==> src/logic/pri_pkg.sv <==
// Constants for the peripheral reset and initialisation block
package pri_pkg;
  localparam logic [15:0] PRI_TOP_CFG_RST = 16'hfffb;
  localparam logic [2:0] PRI_TOP_READY_RST = 3'h3;
  localparam logic [2:0] PRI_PRIO_LOWEST = 3'h7;
  localparam logic [19:0] PRI_FETCH_ADDR = 20'hffff0;
  localparam logic [2:0] PRI_STATUS_PASSIVE = 3'h7;
  // Times in ns and derived cycle counts at 25 MHz
  localparam int PRI_CLK_PERIOD_NS = 40;
  localparam int PRI_DRIVE_NS = 40;
  localparam int PRI_DRIVE_CYC = (PRI_DRIVE_NS + PRI_CLK_PERIOD_NS - 1) / PRI_CLK_PERIOD_NS;
  localparam int PRI_GRANT_DLY_CYC = 2;
  localparam int PRI_INIT_CYC = 6;
  localparam int PRI_CNT_W = 4;
endpackage : pri_pkg

==> src/logic/pri_reset_init.sv <==
// Reset-time pin states and peripheral defaults for the I/O processor
`timescale 1ns/1ps
module pri_reset_init
  import pri_pkg::*;
#(
  parameter int N_MEM_SEL = 5,
  parameter int N_PERIPH_SEL = 7,
  parameter int N_DMA = 2,
  parameter int N_SRC = 8,
  parameter int N_TIMER = 3
) (
  input wire logic ref_clk,
  input wire logic resetn,
  input wire logic hold_req,
  input wire logic [N_MEM_SEL-1:0] mem_cfg_access,
  input wire logic periph_base_cfg_access,
  input wire logic midrange_cfg_access,
  input wire logic [N_MEM_SEL-1:0] mem_sel_hit,
  input wire logic [N_PERIPH_SEL-1:0] periph_sel_hit,
  input wire logic top_region_hit,
  input wire logic [N_DMA-1:0] dma_start_req,
  input wire logic [N_DMA-1:0] dma_stop_req,
  output logic transceiver_enable_n_o,
  output logic transceiver_enable_n_oe,
  output logic read_strobe_n_o,
  output logic read_strobe_n_oe,
  output logic store_strobe_n_o,
  output logic store_strobe_n_oe,
  output logic [2:0] bus_cycle_status_o,
  output logic bus_cycle_status_oe,
  output logic bus_lock_n_o,
  output logic bus_lock_n_oe,
  output logic [15:0] muxed_addr_data_o,
  output logic muxed_addr_data_oe,
  output logic [3:0] upper_address_o,
  output logic upper_address_oe,
  output logic high_byte_enable_n_o,
  output logic high_byte_enable_n_oe,
  output logic transceiver_direction_o,
  output logic transceiver_direction_oe,
  output logic addr_latch_strobe,
  output logic bus_takeover_grant,
  output logic top_region_select_n,
  output logic [N_MEM_SEL-1:0] mem_select_n,
  output logic [N_PERIPH_SEL-1:0] periph_select_n,
  output logic [15:0] top_region_cfg,
  output logic [2:0] top_region_ready,
  output logic [N_DMA-1:0] dma_running,
  output logic [N_DMA-1:0] dma_aborted,
  output logic [N_SRC-1:0] special_nesting_bits,
  output logic [3*N_SRC-1:0] priority_level,
  output logic [N_SRC-1:0] level_sense_bits,
  output logic [N_SRC-1:0] in_service_bits,
  output logic [N_SRC-1:0] pending_bits,
  output logic [N_SRC-1:0] source_mask_bits,
  output logic [N_SRC-1:0] cascade_bits,
  output logic [7:0] priority_threshold_mask,
  output logic slave_mode,
  output logic [N_TIMER-1:0] timer_enable,
  output logic [N_TIMER-1:0] timer_compare_sel,
  output logic fetch_valid,
  output logic [19:0] fetch_addr
);

  typedef enum logic [3:0] {
    PRI_ST_DRIVE = 4'h1,
    PRI_ST_WAIT = 4'h2,
    PRI_ST_FETCH = 4'h4,
    PRI_ST_RUN = 4'h8
  } pri_state_e;

  pri_state_e state_q;
  logic [PRI_CNT_W-1:0] cnt_q;
  logic [1:0] hold_pipe_q;
  logic [N_MEM_SEL-1:0] mem_armed_q;
  logic base_seen_q;
  logic mid_seen_q;
  logic [N_DMA-1:0] dma_run_q;
  logic [N_DMA-1:0] dma_abort_q;
  logic top_cfg_loaded_q;

  // Sequencer: drive phase, internal interval, then first fetch
  always_ff @(posedge ref_clk or negedge resetn) begin
    if (!resetn) begin
      state_q <= PRI_ST_DRIVE;
      cnt_q <= '0;
    end else begin
      unique case (state_q)
        PRI_ST_DRIVE: begin
          if (cnt_q == PRI_CNT_W'(PRI_DRIVE_CYC - 1)) begin
            state_q <= PRI_ST_WAIT;
            cnt_q <= '0;
          end else begin
            cnt_q <= cnt_q + 1'b1;
          end
        end
        PRI_ST_WAIT: begin
          if (cnt_q == PRI_CNT_W'(PRI_INIT_CYC - 1)) begin
            state_q <= PRI_ST_FETCH;
          end else begin
            cnt_q <= cnt_q + 1'b1;
          end
        end
        PRI_ST_FETCH: state_q <= PRI_ST_RUN;
        PRI_ST_RUN: state_q <= PRI_ST_RUN;
      endcase
    end
  end

  logic driving;
  assign driving = (state_q == PRI_ST_DRIVE);
  assign fetch_valid = (state_q == PRI_ST_FETCH);
  assign fetch_addr = fetch_valid ? PRI_FETCH_ADDR : 20'h00000;

  // Strobes high for one cycle, then released
  assign transceiver_enable_n_o = 1'b1;
  assign read_strobe_n_o = 1'b1;
  assign store_strobe_n_o = 1'b1;
  assign transceiver_enable_n_oe = driving;
  assign read_strobe_n_oe = driving;
  assign store_strobe_n_oe = driving;
  assign bus_cycle_status_o = PRI_STATUS_PASSIVE;
  assign bus_cycle_status_oe = driving;
  assign bus_lock_n_o = 1'b1;
  assign bus_lock_n_oe = driving;
  assign muxed_addr_data_o = 16'h0000;
  assign muxed_addr_data_oe = 1'b0;
  assign upper_address_o = 4'h0;
  assign upper_address_oe = 1'b0;
  assign high_byte_enable_n_o = 1'b1;
  assign high_byte_enable_n_oe = 1'b0;
  assign transceiver_direction_o = 1'b0;
  assign transceiver_direction_oe = 1'b0;
  // Never floated, so no enable exists for it
  assign addr_latch_strobe = 1'b0;

  // Takeover request delayed two cycles after release
  always_ff @(posedge ref_clk or negedge resetn) begin
    if (!resetn) begin
      hold_pipe_q <= 2'b00;
    end else begin
      hold_pipe_q <= {hold_pipe_q[0], hold_req};
    end
  end
  assign bus_takeover_grant = hold_pipe_q[1];

  // Select arming: memory regions live on first access, peripherals after base and midrange, top region after first clock
  always_ff @(posedge ref_clk or negedge resetn) begin
    if (!resetn) begin
      mem_armed_q <= '0;
      base_seen_q <= 1'b0;
      mid_seen_q <= 1'b0;
      top_cfg_loaded_q <= 1'b0;
    end else begin
      mem_armed_q <= mem_armed_q | mem_cfg_access;
      base_seen_q <= base_seen_q | periph_base_cfg_access;
      mid_seen_q <= mid_seen_q | midrange_cfg_access;
      top_cfg_loaded_q <= 1'b1;
    end
  end

  assign top_region_cfg = PRI_TOP_CFG_RST;
  assign top_region_ready = PRI_TOP_READY_RST;
  // Selects held inactive until the drive phase ends
  assign top_region_select_n = ~(top_cfg_loaded_q & ~driving & top_region_hit);
  assign mem_select_n = ~(mem_armed_q & mem_sel_hit & {N_MEM_SEL{~driving}});
  assign periph_select_n = ~(periph_sel_hit & {N_PERIPH_SEL{base_seen_q & mid_seen_q & ~driving}});

  // DMA run flags per channel; reset stops and aborts, cycles not completed
  // Requests before the first fetch are dropped, not queued
  for (genvar ch = 0; ch < N_DMA; ch++) begin : g_dma
    always_ff @(posedge ref_clk or negedge resetn) begin
      if (!resetn) begin
        dma_run_q[ch] <= 1'b0;
        dma_abort_q[ch] <= 1'b1;
      end else if (state_q == PRI_ST_RUN) begin
        dma_run_q[ch] <= (dma_run_q[ch] | dma_start_req[ch]) & ~dma_stop_req[ch];
        dma_abort_q[ch] <= dma_abort_q[ch] & ~dma_start_req[ch];
      end
    end
  end
  assign dma_running = dma_run_q;
  assign dma_aborted = dma_abort_q;

  // Interrupt controller and timer defaults are constants here
  assign special_nesting_bits = '0;
  assign priority_level = {N_SRC{PRI_PRIO_LOWEST}};
  assign level_sense_bits = '0;
  assign in_service_bits = '0;
  assign pending_bits = '0;
  assign source_mask_bits = '1;
  assign cascade_bits = '0;
  assign priority_threshold_mask = 8'hff;
  assign slave_mode = 1'b0;
  assign timer_enable = '0;
  assign timer_compare_sel = '0;
endmodule : pri_reset_init

==> config.mk <==
export PLATFORM = sky130hd
export DESIGN_NAME = pri_reset_init
export DESIGN_NICKNAME = d
export VERILOG_FILES = /design/src/logic/pri_pkg.sv /design/src/logic/pri_reset_init.sv
export SDC_FILE = /design/constraint.sdc
export NUM_CORES = 1
export LEC_CHECK = 0
export ABC_CLOCK_PERIOD_IN_PS = 6880
export BUFFER_PORTS_ARGS = -buffer_cell sky130_fd_sc_hd__buf_2
export CAP_MARGIN = 20
export CORE_AREA = 2 2 99 63
export CTS_BUF_LIST = sky130_fd_sc_hd__clkbuf_8
export CTS_CLUSTER_SIZE = 16
export DETAILED_ROUTE_END_ITERATION = 6
export DIE_AREA = 0 0 101 65
export PLACE_DENSITY_LB_ADDON = 0.1
export SYNTH_ARGS = -nofsm -noshare
export SYNTH_HDL_FRONTEND = slang
export SYNTH_SLANG_ARGS = --single-unit
==> constraint.sdc <==
create_clock -name ref_clk -period 6.88 [get_ports ref_clk]
set_input_delay 0 -clock ref_clk [delete_from_list [all_inputs] [get_ports ref_clk]]
set_output_delay 0 -clock ref_clk [all_outputs]
set_load 0.01 [all_outputs]
Word-level counts from Yosys, hierarchy flattened

Cells that the tools add are included.

Bits in registers: 22
Output and inout port bits: 184

Add/subtract/negate cells: 1
Equal/unequal tests: 8
Multiplexer cells: 7
Bitwise gates (word level): 24
Reduce and logical (&&, ||, !) cells: 5

Operators by type and width:

| kind                  | number |
|---|---|
| $mux W20              | 1 |
| $mux W4               | 4 |
| $pmux W4 S3           | 1 |
| $and A5 B5 Y5         | 2 |
| $and A1 B1 Y1         | 8 |
| $eq A4 B3 Y1 const B  | 2 |
| $pmux W4 S2           | 1 |
| $and A7 B7 Y7         | 1 |
| $not A7 Y7            | 1 |
| $not A1 Y1            | 6 |
| $not A5 Y5            | 1 |
| $or A5 B5 Y5          | 1 |
| $add A4 B1 Y4 const B | 1 |
| $eq A4 B1 Y1 const B  | 1 |
| $eq A4 B2 Y1 const B  | 1 |
| $eq A4 B4 Y1 const B  | 1 |
| $logic_not A4 Y1      | 1 |
| $ne A2 B2 Y1 const B  | 2 |
| $or A1 B1 Y1          | 4 |
| $reduce_and A2 Y1     | 2 |
| $ne A2 B1 Y1 const B  | 1 |
| $reduce_bool A2 Y1    | 1 |
| $reduce_or A2 Y1      | 1 |

Depth between registers and ports, before layout

Gate-level depths: netlist of the first run.

Depth in word-level cells: 5
Gate-level depth with buffers: 5

Worst setup path after synthesis of the first run

Ideal clock, no wire load.

Path kind: register to register
Start: register state_q[3]
End: register state_q[1]
Arrival: 2.477 ns
Data required time: 6.746 ns
Setup slack: 4.269 ns
Cell stages (with the launch flop): 4
Buffers on the path: 0
Period minus slack after synthesis: 2.611 ns
Path through: dfrtp_1 > nor4b_1 > or2_2 > a21oi_1

Cells in the longest elaborated chain, start to end: 3

RTL lines:

| element                           | RTL line             | RTL |
|---|---|---|
| start, declared                   | pri_reset_init.sv:72 | `pri_state_e state_q;` |
| start signal, assigned            | pri_reset_init.sv:85 | `state_q <= PRI_ST_DRIVE;` |
| start signal, assigned            | pri_reset_init.sv:91 | `state_q <= PRI_ST_WAIT;` |
| start signal, assigned            | pri_reset_init.sv:99 | `state_q <= PRI_ST_FETCH;` |
| $eq A4 B3 Y1                      | --                   |  |
| net fetch_valid                   | pri_reset_init.sv:61 | `output logic fetch_valid,` |
| $reduce_or A2 Y1 (no source line) | --                   |  |
| $pmux W4 S3                       | pri_reset_init.sv:88 | `unique case (state_q)` |

The timed path passes the listed nets, and every way through them passes these cells.
A chain may end at the register's enable or synchronous reset.

Worst setup path after layout of the first run

Start: register state_q[0]
End: output periph_select_n[4]

Cells in the longest elaborated chain, start to end: 5

RTL lines:

| element       | RTL line              | RTL |
|---|---|---|
| $eq A4 B1 Y1  | pri_reset_init.sv:111 | `assign driving = (state_q == PRI_ST_DRIVE);` |
| $not A1 Y1    | pri_reset_init.sv:167 | `assign periph_select_n = ~(periph_sel_hit & {N_PERIPH_SEL{base_seen_q & mid_seen_q & ~driving}});` |
| $and A1 B1 Y1 | pri_reset_init.sv:167 |  |
| $and A7 B7 Y7 | pri_reset_init.sv:167 |  |
| $not A7 Y7    | pri_reset_init.sv:167 |  |
| end, declared | pri_reset_init.sv:45  | `output logic [N_PERIPH_SEL-1:0] periph_select_n,` |

Every way passes these cells.

==> results.md, run 1 <==
- Wirelength, routed: ~3400 µm
- Slew margin rel.: 62.1%
- Largest family of logic cells by synthesized area: buffers and inverters
- Leading area contributor after synthesis: buf_4
- Die Width: 101 µm
- Met3 GRT Util: 3.88%
- Avg WL per Cell: between 8 and 9 µm
- # IOs: 211
- Detailed placement HPWL: 2610 µm
- Clk pwr share: 30.0%
- Crit share post-route: 31.7%
- GR Layer Usage met1: between 10% and 20%
- Tightest hold margin: 234 ps
- Iteration-0 DRC Markers: 38
- Fin crit period: 2180 ps
- CP required: between 6000 and 7000 ps
- Post-CTS Setup Bufs: 0
- Post-synthesis xor/xnor area fraction: 0%
- Most frequent cells in the layout: conb_1, buf_2, dfrtp_1, dlygate4sd3_1, nand2_1
- Clock Skew: 8.72 ps
- Combinational share of power: 22.3%
- Antenna violations before repair: 0
- Ys async rst share: 100%
- Area share of the largest cell type after synthesis: 55.2%
- Cell row count: 22
- Worst setup margin: 4700 ps
- Clock transition at path regs: ~80 ps
- Sequential area share after synthesis: 24.9%
- Sequential share of power: between 40% and 50%
- Tot Pwr: 276 µW
- Commonest non-fill, non-tap cell in the layout: conb_1
- # diodes: 0
- Net Sw Frac: about a third
- CTS tree: built
- Sw Pwr: 90.3 µW
- Internal Pwr Total: 185 µW
- Multiplexer area fraction after synthesis: 1.35%
- Worst vdd ir: 72.3 µV
- # setup viols final: 0
- Vias per std cell: 3.30
- Root Driver: clkbuf_8
- First-pass GRT wire length: 4440 µm
- Worst-Margin Slew: 568 ps
- Maximum fanout along the worst path: 9
- Static Leak: 0.00127 µW
- Met2 usage: between 10% and 20%
- Clock Sinks: 22
- Core Util, Final: 36.9%
- Total gr overflow: 0
- CTS Buffer Depth: 2
- Largest net degree at the start of global routing: 23
- Clk Latency, worst-skew pair: roughly 270 ps
- Cells after Synth: approximately 250
- Die height: between 60 and 70 µm
- Placer's final routability congestion estimate: slightly above 0.7
- Layout cells sized above 1: ~28%
- Synth top area cells: buf_4, dfrtp_1, dfstp_2
- Mapped Area: ~2200 µm²
- Startpoint types: flip-flop
- Crit end category: primary output
- Post-synthesis simple-gate area fraction: 9.88%
- Yosys cell types: 29
- Pre-CTS setup slack: ~5000 ps
- Compound-Gate Fraction of Synth Area: under 10%
- Setup TNS: 0 ps
- Post-synth top flop: dfrtp_1
- DRC viols: 0
- Final Max Tran Viols: 0
- Number of H-tree levels: 1
- Synth Area in Adders: 1.68%
- DR vias: 1272
- EDFF count, synth: 0
- Warnings from Yosys: 0
- Grt peak-use layer: met2
- Num CTS Buffers: 3
- Synthesized flop and latch total: 22
- Port buffer count: 66
- Die area: approximately 6600 µm²
- TritonRoute pass-1 iters: 4
- Fmax: around 460 MHz
- Area grow syn2layout: -4.32%
- Status: finished clean
- RSZ-0062 raised after global routing: no
- PD cells: 129 nW/µm²
- Initial Util: 38.6%
- DRT antenna net count: 0
- Syn_area_per_cell: 8.85 µm²
- Fin nets: ~350
- Vias in the first global route: 898
- GRT Total Usage: 8.90%
- Arrival time worst endpoint: 2180 ps
- Max Cap Viol: 0
- Core footprint: 5780 µm²
- CP Class: reg -> out
- Final Hold Violating Endpoints: 0
- Hold WC Path Type: in -> out
## metrics by stage
step / cell area, µm² / cells
4_1_cts: 2120 / 384
2_1_floorplan: 2770 / 395
3_5_place_dp: 1950 / 367
3_3_place_gp: 1950 / 367
5_1_grt: 2130 / 386
6_report: 2130 / 386
## timing repair
item / CTS / global route
hold endpoints to repair: 31 / 0
hold buffers: 13 / 0
gates resized for setup: 0 / 0
## path summary, 6_finish.rpt
| path | from | end | slack, ps | cells after the start |
|---|---|---|---|---|
| max | state_q[0] | periph_select_n[4] | 4700 | 4 |
| min in group asynchronous | resetn | state_q[2] | 250 | 2 |
| min reg2reg | hold_pipe_q[0] | hold_pipe_q[1] | 350 | 0 |
| min | periph_sel_hit[3] | periph_select_n[3] | 230 | 3 |
| max reg2reg | state_q[0] | cnt_q[0] | 4950 | 4 |
| max in group asynchronous | resetn | dma_aborted[0] | 6270 | 2 |
## synthesized netlist by cell type, types with 2 or more instances
master    count
inv_1         3
nand2_1       9
a21oi_1       7
or2_2         8
nor2_1        4
dfrtp_1      19
dfstp_2       3
buf_4       164
nand3_1       7
mux2_4        2
nand2b_1      2
nor4b_1       2
conb_1        2
a21boi_0      3
ha_1          3
## cell families (layout without fill, tap and decap cells)
kind of cell             count (synthesis)  in the layout
flip-flops                              22             22
AO/OA/AOI/OAI                           14             14
other                                    2            145
buffers and inverters                  170             89
adder cells (fa/ha/maj)                  3              3
multiplexers                             2              2
AND/OR/NAND/NOR                         39             39
## sequential cells by signal (all words and copies together) (netlist names)
name,count
cnt_q,4
mem_armed_q,5
mid_seen_q,1
base_seen_q,1
hold_pipe_q,2
state_q,4
dma_aborted,2
dma_running,2
top_cfg_loaded_q,1
## worst max-delay path, cell delays in order (launching register included)
cell and delay [ps]:
dfstp_2 590, or4b_1 720, and3_1 380, nand2_1 90
buf_2 130
## layout make-up
class | instances | area (µm²)
clock inverter | 1 | 3.75
fill | 610 | 3650
clock buffer | 3 | 41.3
inverter | 4 | 27.5
sequential | 22 | 554
timing repair buffer | 81 | 473
tap | 72 | 90.1
multi-input combinational | 203 | 943
## power groups by stage
stage / Combinational [µW] / Sequential, µW / Clock [µW]
global route: 69.3 / 132 / 94.9
CTS: 59.8 / 132 / 89.0
global placement: 54.3 / 134 / 0
finish: 61.4 / 132 / 82.5
floorplan: 99.5 / 135 / 0
detailed placement: 54.2 / 134 / 0
## layer usage
| metal | up-vias | share of wire [%] |
|---|---|---|
| met5 | - | 0 |
| met4 | 0 | 0.24 |
| met3 | 2 | 11 |
| met2 | 92 | 47 |
| met1 | 572 | 42 |
| li1 | 606 | - |
(Power assumes the default switching activity.)
==> run 2, diff against run 1 <==
ABC_CLOCK_PERIOD_IN_PS = 2200   (was 6880)
CORE_AREA = 2 2 102 65   (was 2 2 99 63)
DIE_AREA = 0 0 104 67   (was 0 0 101 65)
clock period = 2.2 ns   (was 6.88 ns; I/O delays follow)
==> run 2 against run 1 <==
  * First-iteration DRC count down 26%
  * Via count down 1.7%
  * Largest cell class unchanged
  * Critical path depth unchanged
  * Routed wire length up 2.2%
  * Worst setup slack worse by 4500 ps
  * Sequential share of layout area down 0.51 points
  * Power rose to 3.2 times the previous value
  * Critical endpoint is now periph_select_n[1]
  * Cell count up 3.6%
==> results.md, run 2 (synthesized netlist as in run 1, its figures left out) <==
- Die Width: 104 µm
- Cell row count: 22
- Final Hold Violating Endpoints: 0
- Largest registers: mem_armed_q x5, cnt_q x4, state_q x4
- Hold WC Path Type: in -> async
- Crit share post-route: approximately nine tenths
- Fin nets: 347
- Vias in the first global route: between 900 and 1000
- Placed Instance Area: approximately 2000 µm²
- Startpoint types: flip-flop
- Status: finished clean
- Worst vdd ir: 226 µV
- Fmax: 496 MHz
- Detailed placement HPWL: 2850 µm
- Maximum fanout along the worst path: 7
- Static Leak: 0.00129 µW
- GRT Total Usage: between 8 and 9%
- Area grow syn2layout: -2.41%
- Largest register FFs: 5
- Slew margin rel.: 65.9%
- Post-route cell area: 2180 µm²
- Initial Util: 37.5%
- Total gr overflow: 0
- Setup TNS: 0 ps
- Max Cap Viol: 0
- Fillers: about 620
- Vias per std cell: about 3.1
- Crit end category: primary output
- # IOs: approximately 210
- # diodes: 0
- Arrival time worst endpoint: approximately 2000 ps
- CTS tree: built
- Post-CTS Setup Bufs: 0
- Clk Latency, worst-skew pair: ~260 ps
- Number of H-tree levels: 1
- Die height: 67 µm
- Die area: 6970 µm²
- Wirelength, routed: between 3000 and 4000 µm
- Core footprint: approximately 5900 µm²
- Iteration-0 DRC Markers: 28
- RSZ-0062 raised after global routing: no
- DR vias: about 1300
- Port buffer count: 66
- Largest net degree at the start of global routing: 23
- Core Util, Final: 36.6%
- Biggest register: mem_armed_q
- Avg WL per Cell: 8.67 µm
- Root Driver: clkbuf_8
- CP Class: reg -> out
- DRT antenna net count: 0
- TritonRoute pass-1 iters: 4
- Clock Skew: 2.33 ps
- CP required: 2200 ps
- Placer's final routability congestion estimate: 0.699
- Final Max Tran Viols: 0
- Layout cells sized above 1: about 29%
- Commonest non-fill, non-tap cell in the layout: conb_1
- Most frequent cells in the layout: conb_1, buf_2, dfrtp_1, dlygate4sd3_1, nand2_1
- CTS Buffer Depth: 2
- PD cells: about 410 nW/µm²
- Antenna violations before repair: 0
- Fin crit period: just over 2000 ps
- Num CTS Buffers: 3
- Clock Sinks: 22
- DRC viols: 0
- Clock transition at path regs: 80 ps
- First-pass GRT wire length: roughly 4700 µm
- Worst-Margin Slew: 512 ps
- # setup viols final: 0
-- run 2: stage by stage --
step	worst slack (ps)	power [µW]	hold slack [ps]	cells
2_1_floorplan	363	732	-296	395
4_1_cts	181	906	236	400
6_report	184	895	236	400
3_3_place_gp	440	589	7.14	383
3_5_place_dp	421	589	14.1	383
5_1_grt	74.0	960	243	400
-- run 2: worst paths after layout --
path                                    from                 end  slack [ps]  cells after the start
max                               state_q[0]  periph_select_n[1]         180                      4
min reg2reg                   hold_pipe_q[0]      hold_pipe_q[1]         360                      0
max in group asynchronous             resetn          state_q[0]        1600                      2
max reg2reg                       state_q[0]            cnt_q[1]         410                      4
min                                   resetn      hold_pipe_q[0]         240                      2
min in group ref_clk       periph_sel_hit[0]  periph_select_n[0]         240                      3
-- run 2: final cells by class --
cell class | count | area, µm² | share of cell area [%]
sequential | 22 | 554 | 25.5
inverter | 4 | 27.5 | 1.27
tap | 84 | 105 | 4.83
multi-input combinational | 203 | 943 | 43.4
timing repair buffer | 83 | 490 | 22.5
clock buffer | 4 | 55.1 | 2.53
-- run 2: repair_timing --
| item | 4_1_cts | 5_1_grt |
|---|---|---|
| hold buffers | 13 | 0 |
| endpoints found under the hold margin | 31 | 0 |
| resized for setup | 0 | 0 |
-- run 2: critical path, cell delays in order, from the launching register on --
cell,delay [ps]
dfstp_2,580
or4b_1,610
and3_1,340
nand2_1,100
buf_2,130
-- run 2: where the power goes --
| part | switching [µW] | leakage, µW | total, µW | internal [µW] |
|---|---|---|---|---|
| registers | 2.10 | 0.000234 | 412 | 409 |
| logic | 147 | 0.00102 | 192 | 45.2 |
| clock network | 132 | 0.0000288 | 292 | 160 |
| total | 281 | 0.00129 | 895 | 614 |
-- run 2: routing by layer --
layer,routed length (µm),vias to the layer above,GRT usage (%)
li1,-,610,-
met1,1440,547,12.0
met2,1640,92,12.5
met3,376,2,3.62
met4,13,0,1.52
met5,0,-,0
